### src/design/scss_pkg.sv
package scss_pkg;

   // ---------------------------------------------------------------
   // Register map and fields
   // ---------------------------------------------------------------
   localparam int unsigned REG_AW = 2;
   localparam logic [REG_AW-1:0] OFS_OSC_CTL = 2'h0;
   localparam logic [REG_AW-1:0] OFS_TMR1_CTL = 2'h1;
   localparam logic [7:0] OSC_CTL_RST = 8'h00;
   localparam logic [7:0] TMR1_CTL_RST = 8'h00;
   localparam int unsigned BIT_IDLE = 7;
   localparam int unsigned FREQ_LSB = 4;
   localparam int unsigned BIT_PRI_RDY = 3;
   localparam int unsigned BIT_FAST_STB = 2;
   localparam int unsigned CSEL_LSB = 0;
   localparam int unsigned BIT_SECONDARY_RUN_MODE = 6;
   localparam int unsigned BIT_SEC_EN = 3;

   // ---------------------------------------------------------------
   // Codes and counts
   // ---------------------------------------------------------------
   localparam logic [2:0] FREQ_FAST_DIRECT = 3'h7;
   localparam logic [2:0] FREQ_SLOW_DIRECT = 3'h0;
   localparam logic [2:0] FREQ_RST = 3'h0;
   localparam logic [1:0] CSEL_PRI = 2'h0;
   localparam logic [1:0] CSEL_RST = 2'h0;
   localparam logic [3:0] SWITCH_TICKS = 4'h8;
   localparam logic [3:0] CNT_RST = 4'h0;
   localparam logic [3:0] PRI_MODE_RST = 4'h0;
   localparam logic [5:0] DIV_RST = 6'h00;

   typedef enum logic [1:0] {
      SRC_PRI = 2'b00,
      SRC_SEC = 2'b01,
      SRC_INT = 2'b10
   } scss_src_t;

   typedef enum logic [2:0] {
      ST_INIT = 3'b000,
      ST_RUN = 3'b001,
      ST_SWITCH = 3'b010,
      ST_MANAGED = 3'b011,
      ST_SLEEP = 3'b100
   } scss_st_t;

   // ---------------------------------------------------------------
   // Carriers
   // ---------------------------------------------------------------
   typedef struct packed {
      logic wr;
      logic rd;
      logic [REG_AW-1:0] addr;
      logic [7:0] wdata;
   } scss_bus_req_t;

   typedef struct packed {
      logic pri;
      logic sec;
      logic fast;
      logic slow;
   } scss_osc_t;

   typedef struct packed {
      scss_st_t st;
      scss_src_t act;
      scss_src_t tgt;
      logic dest_pm;
      logic idle_pm;
      logic idle;
      logic [2:0] freq;
      logic [1:0] csel;
      logic [7:0] t1;
      logic [3:0] cnt;
      logic [3:0] pri_mode;
      logic [7:0] rd_data;
   } scss_state_t;

   typedef struct packed {
      logic [5:0] div;
   } scss_post_t;

   function automatic scss_src_t scss_decode_csel(input logic [1:0] c);
      if (c[1]) begin
         return SRC_INT;
      end
      else if (c[0]) begin
         return SRC_SEC;
      end
      return SRC_PRI;
   endfunction : scss_decode_csel

endpackage : scss_pkg

### src/design/scss_clock_switch.sv
// The implementer's own choices: the address map and strobed register access.
`timescale 1ns/1ps
module scss_clock_switch #(
   parameter logic [3:0] SWITCH_TICKS = scss_pkg::SWITCH_TICKS
) (
   // Clock and reset
   input wire logic core_clk,
   input wire logic rst_b,
   // Register port
   input wire scss_pkg::scss_bus_req_t bus_req,
   output logic [7:0] rd_data,
   // Core events
   input wire logic sleep_exec,
   input wire logic wake_event,
   input wire logic watchdog_enable,
   // Configuration
   input wire logic internal_external_switchover,
   input wire logic [3:0] cfg_primary_mode,
   output logic [3:0] primary_mode,
   // Oscillator status and ticks
   input wire logic startup_done,
   input wire logic fast_internal_ready,
   input wire scss_pkg::scss_osc_t osc_tick,
   // Oscillator enables
   output scss_pkg::scss_osc_t osc_en,
   // System clock ticks
   output logic sys_tick,
   output logic cpu_tick,
   output logic periph_tick
);

   // ---------------------------------------------------------------
   // State
   // ---------------------------------------------------------------
   scss_pkg::scss_state_t q;
   scss_pkg::scss_state_t d;
   logic int_div_tick;
   logic int_tick;
   logic settled;
   logic primary_ready_flag;
   logic fast_internal_stable_flag;
   logic secondary_running_flag;
   logic new_tick;
   scss_pkg::scss_src_t cur;
   scss_pkg::scss_src_t req_src;

   // ---------------------------------------------------------------
   // Internal block frequency path
   // ---------------------------------------------------------------
   scss_postscaler u_post (
      .core_clk(core_clk),
      .rst_b(rst_b),
      .fast_tick(osc_tick.fast),
      .freq_sel(q.freq),
      .div_tick(int_div_tick)
   );

   always_comb begin
      if (q.freq == scss_pkg::FREQ_SLOW_DIRECT) begin
         int_tick = osc_tick.slow;
      end
      else if (q.freq == scss_pkg::FREQ_FAST_DIRECT) begin
         int_tick = osc_tick.fast;
      end
      else begin
         int_tick = int_div_tick;
      end
   end

   function automatic logic src_tick(input scss_pkg::scss_src_t s,
                                     input scss_pkg::scss_osc_t t,
                                     input logic it);
      unique case (s)
         scss_pkg::SRC_PRI: return t.pri;
         scss_pkg::SRC_SEC: return t.sec;
         scss_pkg::SRC_INT: return it;
         default: return 1'b0;
      endcase
   endfunction : src_tick

   // ---------------------------------------------------------------
   // Status flags
   // ---------------------------------------------------------------
   assign settled = (q.st == scss_pkg::ST_RUN) ||
                    (q.st == scss_pkg::ST_MANAGED);
   assign cur = (q.st == scss_pkg::ST_SWITCH) ? q.tgt : q.act;
   assign req_src = scss_pkg::scss_decode_csel(q.csel);
   assign new_tick = src_tick(q.tgt, osc_tick, int_tick);

   always_comb begin
      if (q.st == scss_pkg::ST_INIT) begin
         primary_ready_flag = ~internal_external_switchover;
      end
      else begin
         primary_ready_flag = settled && startup_done &&
                              (q.act == scss_pkg::SRC_PRI);
      end
   end

   assign fast_internal_stable_flag = settled && fast_internal_ready &&
      (q.act == scss_pkg::SRC_INT) &&
      (q.freq != scss_pkg::FREQ_SLOW_DIRECT);
   assign secondary_running_flag = settled &&
      (q.act == scss_pkg::SRC_SEC);

   // ---------------------------------------------------------------
   // Clock gating and enables
   // ---------------------------------------------------------------
   assign sys_tick = settled && src_tick(q.act, osc_tick, int_tick);
   assign cpu_tick = sys_tick &&
      !((q.st == scss_pkg::ST_MANAGED) && q.idle_pm);
   assign periph_tick = sys_tick;

   always_comb begin
      osc_en.pri = (q.st != scss_pkg::ST_SLEEP) &&
                   (cur == scss_pkg::SRC_PRI);
      osc_en.fast = (q.st != scss_pkg::ST_SLEEP) &&
                    (cur == scss_pkg::SRC_INT) &&
                    (q.freq != scss_pkg::FREQ_SLOW_DIRECT);
      osc_en.slow = watchdog_enable ||
                    ((q.st != scss_pkg::ST_SLEEP) &&
                     (cur == scss_pkg::SRC_INT));
      osc_en.sec = q.t1[scss_pkg::BIT_SEC_EN];
   end

   assign primary_mode = q.pri_mode;
   assign rd_data = q.rd_data;

   // ---------------------------------------------------------------
   // Next state
   // ---------------------------------------------------------------
   always_comb begin
      d = q;
      d.rd_data = 8'h00;
      // Register writes
      if (bus_req.wr && (bus_req.addr == scss_pkg::OFS_OSC_CTL)) begin
         d.idle = bus_req.wdata[scss_pkg::BIT_IDLE];
         d.freq = bus_req.wdata[scss_pkg::FREQ_LSB +: 3];
         d.csel = bus_req.wdata[scss_pkg::CSEL_LSB +: 2];
      end
      if (bus_req.wr && (bus_req.addr == scss_pkg::OFS_TMR1_CTL)) begin
         d.t1 = bus_req.wdata;
         d.t1[scss_pkg::BIT_SECONDARY_RUN_MODE] = 1'b0;
      end
      // Register reads
      if (bus_req.rd) begin
         if (bus_req.addr == scss_pkg::OFS_OSC_CTL) begin
            d.rd_data = {q.idle, q.freq, primary_ready_flag,
                         fast_internal_stable_flag, q.csel};
         end
         else if (bus_req.addr == scss_pkg::OFS_TMR1_CTL) begin
            d.rd_data = q.t1;
            d.rd_data[scss_pkg::BIT_SECONDARY_RUN_MODE] = secondary_running_flag;
         end
      end
      // Mode sequencing
      unique case (q.st)
         scss_pkg::ST_INIT: begin
            d.pri_mode = cfg_primary_mode;
            d.act = scss_pkg::SRC_PRI;
            d.st = scss_pkg::ST_RUN;
         end
         scss_pkg::ST_RUN, scss_pkg::ST_MANAGED: begin
            if (wake_event && (q.st == scss_pkg::ST_MANAGED)) begin
               d.tgt = scss_pkg::SRC_PRI;
               d.dest_pm = 1'b0;
               d.cnt = scss_pkg::CNT_RST;
               d.st = scss_pkg::ST_SWITCH;
            end
            else if (sleep_exec) begin
               if ((req_src == scss_pkg::SRC_SEC) &&
                   !q.t1[scss_pkg::BIT_SEC_EN]) begin
                  d.st = q.st;
               end
               else if (!q.idle && (q.csel == scss_pkg::CSEL_PRI)) begin
                  d.st = scss_pkg::ST_SLEEP;
               end
               else if (req_src == q.act) begin
                  d.idle_pm = q.idle;
                  d.st = scss_pkg::ST_MANAGED;
               end
               else begin
                  d.tgt = req_src;
                  d.dest_pm = 1'b1;
                  d.idle_pm = q.idle;
                  d.cnt = scss_pkg::CNT_RST;
                  d.st = scss_pkg::ST_SWITCH;
               end
            end
         end
         scss_pkg::ST_SWITCH: begin
            if (wake_event) begin
               d.tgt = scss_pkg::SRC_PRI;
               d.dest_pm = 1'b0;
               d.cnt = scss_pkg::CNT_RST;
            end
            else if (new_tick) begin
               if (q.cnt == SWITCH_TICKS - 4'h1) begin
                  d.act = q.tgt;
                  d.st = q.dest_pm ? scss_pkg::ST_MANAGED
                                   : scss_pkg::ST_RUN;
               end
               else begin
                  d.cnt = q.cnt + 4'h1;
               end
            end
         end
         scss_pkg::ST_SLEEP: begin
            if (wake_event) begin
               d.tgt = scss_pkg::SRC_PRI;
               d.dest_pm = 1'b0;
               d.cnt = scss_pkg::CNT_RST;
               d.st = scss_pkg::ST_SWITCH;
            end
         end
         default: begin
            d.st = scss_pkg::ST_INIT;
         end
      endcase
   end

   // ---------------------------------------------------------------
   // State register
   // ---------------------------------------------------------------
   always_ff @(posedge core_clk or negedge rst_b) begin
      if (!rst_b) begin
         q.st <= scss_pkg::ST_INIT;
         q.act <= scss_pkg::SRC_PRI;
         q.tgt <= scss_pkg::SRC_PRI;
         q.dest_pm <= 1'b0;
         q.idle_pm <= 1'b0;
         q.idle <= scss_pkg::OSC_CTL_RST[scss_pkg::BIT_IDLE];
         q.freq <= scss_pkg::FREQ_RST;
         q.csel <= scss_pkg::CSEL_RST;
         q.t1 <= scss_pkg::TMR1_CTL_RST;
         q.cnt <= scss_pkg::CNT_RST;
         q.pri_mode <= scss_pkg::PRI_MODE_RST;
         q.rd_data <= 8'h00;
      end
      else begin
         q <= d;
      end
   end
endmodule : scss_clock_switch

### src/design/scss_postscaler.sv
`timescale 1ns/1ps
module scss_postscaler (
   // Clock and reset
   input wire logic core_clk,
   input wire logic rst_b,
   // Fast source tick and selection
   input wire logic fast_tick,
   input wire logic [2:0] freq_sel,
   // Divided tick
   output logic div_tick
);

   // ---------------------------------------------------------------
   // Divider state
   // ---------------------------------------------------------------
   scss_pkg::scss_post_t q;
   scss_pkg::scss_post_t d;

   function automatic logic [5:0] div_mask(input logic [2:0] s);
      logic [6:0] m;
      m = (7'h01 << (3'h7 - s)) - 7'h01;
      return m[5:0];
   endfunction : div_mask

   always_comb begin
      d = q;
      if (fast_tick) begin
         d.div = q.div + 6'h01;
      end
   end

   always_ff @(posedge core_clk or negedge rst_b) begin
      if (!rst_b) begin
         q.div <= scss_pkg::DIV_RST;
      end
      else begin
         q <= d;
      end
   end

   // Takes effect on the very next tick after a selection change
   assign div_tick = fast_tick &&
      ((q.div & div_mask(freq_sel)) == div_mask(freq_sel));

endmodule : scss_postscaler

### config.mk
export PLATFORM = sky130hd
export DESIGN_NAME = scss_clock_switch
export DESIGN_NICKNAME = d
export VERILOG_FILES = /design/src/design/scss_pkg.sv /design/src/design/scss_clock_switch.sv /design/src/design/scss_postscaler.sv
export SDC_FILE = /design/constraint.sdc
export NUM_CORES = 1
export LEC_CHECK = 0
export ABC_AREA = 1
export ABC_CLOCK_PERIOD_IN_PS = 4300
export BUFFER_PORTS_ARGS = -buffer_cell sky130_fd_sc_hd__buf_2
export CAP_MARGIN = 20
export CORE_MARGIN = 2
export CORE_UTILIZATION = 39
export CTS_BUF_LIST = sky130_fd_sc_hd__clkbuf_16
export DETAILED_ROUTE_END_ITERATION = 8
export PLACE_DENSITY_LB_ADDON = 0.25
export SYNTH_ARGS = -nofsm -noshare
export SYNTH_HDL_FRONTEND = slang
export SYNTH_SLANG_ARGS = --single-unit
export TNS_END_PERCENT = 30
### constraint.sdc
create_clock -name core_clk -period 4.3 [get_ports core_clk]
set_input_delay 0.86 -clock core_clk [delete_from_list [all_inputs] [get_ports core_clk]]
set_output_delay 0.86 -clock core_clk [all_outputs]
set_load 0.005 [all_outputs]
==> flow_summary.yaml <==
outcome:
  outcome: "completed"
clock_tree:
  cts_buffers: 5
  holdBufCountCts: 0
  cts_max_path_buffers: 2
  cts-root-buf: "clkbuf_16"
  clk_pin_slew_ns: 0.06
  cts-resized-gates: 0
  cts_tree: "yes"
  htreeDepth: 2
  post_cts_buffers: 0
  cts_sinks: 44
  clk_latency_ns: 0.28
power_and_ir_drop:
  powerDensity_nw_per_um2: 601.0
  peakVddDrop_v: 0.0002849
  p_leak_uw: 0.001461
floorplanning:
  dieArea_um2: 6867
  num_rows: 28
  die_h_um: 82.87
  die_w_um: 82.87
  io_pins: 47
  start_util_pct: 40.74
  coreArea_um2: 5956
worst_setup_path:
  path_max_fanout: 6
  startpoint_type: "input port"
  required_ns: 3.44
  path_class: "input port to output pin"
  end_kind: "output pin"
  crit_arrival_ns: 1.80
synthesis:
  synth_cell_types: 35
  seq_area_frac_synth_pct: 45.38
  synth.area.top_cells: "dfrtp_1, nand2_1, inv_1, nor2_1, buf_4"
  synthDominantCellAreaShare_pct: 45.38
  syn-cell-area_um2: 2426
  synth_seq_cells: 44
  ys_warn_count: 0
  postSynthAreaPerCell_um2: 7.877
  netlist_instances: 308
  syn-num-nets: 338
  yosysTopAreaCell: "dfrtp_1"
run:
  max_cap_viol_count: 0
drt:
  viasPerCell: 5.002
  drt_pass1_iterations: 4
  drtAntennaViolNets: 0
  drc: 0
  vias: 2106
  drt-total-wl_mm: 5.368
  wl_per_cell_um: 12.75
  drtIter0Drc: 161
sta:
  slew_violations: 0
  skew_ns: 0.003363
  period_share_pct: 61.79
  fmax_mhz: 376.4
  hold_viol: 0
  setup_viol: 0
  rsz0062_at_grt: "false"
  fin_crit_ns: 2.657
  slew_headroom_pct: 58.70
  tns_ns: 0
  worstMarginPinSlew_ns: 0.6173
  whs_ns: 0.4637
layout:
  final_cell_area_um2: 2825
  final_nets: 375
  antenna_cells: 0
  drive_above_1_share_pct: 21.97
  multi_input_area_um2: 1069
  final_common_cell: "nand2_1"
  fill_cells: 588
  mostFrequentLayoutCells: "nand2_1, buf_2, dfrtp_1"
  fin_cells: 421
  seqCellArea_um2: 1101
  final_core_util_pct: 47.44
  area_delta_synth_final_pct: 16.45
global_routing:
  top_usage_layer: "met2"
  antenna_found_initial: 0
  grt_pass1_vias: 1989
  use_met1_pct: 23.09
  grt.total_usage_pct: 16.44
  grt_max_degree: 45
  use_met2_pct: 25.37
  grt_pass1_wl_mm: 9.259
  gr-total-overflow: 0
  grtUsageMet3_pct: 3.380
worst_hold_path:
  hp-class: "flop to flop"
placed_design:
  dp.cells: 412
  io_buffers: 46
  gp_congestion: 0.8561
  dpl_cell_area_um2: 2634
  hpwl_mm: 3.932
cells in the mapped netlist, drive strengths merged:
master and count:
o21a 1, clkbuf 3, nand2 90, buf 14, a31oi 3, xnor2 2, a41oi 1, nor2 32
dfrtp 44, ha 2, o21bai 1, or2 1, nor3 6, o22ai 1, nand4 7, nand3 21
xor2 4, nor3b 1, nand3b 1, inv 36, mux2 2, a21oi 15, o21ai 20
critical path, cell delays in order:
cell	delay (ns)
buf_2	0.14
nand2_1	0.06
nor2_1	0.09
nand3_1	0.07
nand2_1	0.08
nand2_1	0.05
nand3_1	0.07
nand2_1	0.08
inv_1	0.13
buf_2	0.14
routing by layer:
layer / wire length (µm) / vias up
met5: 0 / -
met4: 70 / 0
met3: 187 / 6
met2: 2469 / 43
met1: 2641 / 998
li1: - / 1059
stage by stage:
step | setup slack, ns | power, µW
final | 1.643 | 1698
after global routing | 1.444 | 1835
after CTS | 1.641 | 1707
after detailed placement | 1.644 | 1256
after global placement | 1.637 | 1248
after floorplan | 1.990 | 1114
flip-flops by register name, summed over array words and instances (netlist names):
name	flops
u_post.q	6
primary_mode	4
osc_en	1
rd_data	8
q	25
worst paths after layout:
kind	start	endpoint	slack [ns]	cells past startpoint
max	osc_tick[1]	sys_tick	1.64	10
min	primary_mode[3]	primary_mode[3]	0.46	2
max reg2reg	q[37]	q[34]	2.48	8
min reg2reg	primary_mode[3]	primary_mode[3]	0.46	2
max in group asynchronous	rst_b	q[35]	3.35	2
min in group asynchronous	rst_b	rd_data[1]	0.47	1
cells by family after synthesis:
logic type	Yosys count	synth area share (%)
AND/OR/NAND/NOR	159	30.27
buffers and inverters	53	10.57
flip-flops	44	45.38
AO/OA/AOI/OAI	42	9.644
XOR/XNOR	6	2.166
multiplexers	2	0.9282
adder cells (fa/ha/maj)	2	1.031
power by group:
group	leakage, µW	switching [µW]	internal, µW
sequential	0.000560	90.9	522
clock	0.0000804	164	276
combinational	0.000821	410	235
total	0.00146	665	1030
area by class of cell:
cell class	count	share of cell area, %
clock inverters	3	1.639
flip-flops and latches	44	38.97
multi-input cells	211	37.82
repair buffers	47	8.857
inverters	36	4.960
well taps	75	3.322
clock buffers	5	4.429
Note: power is estimated with default switching activity, not from simulation.
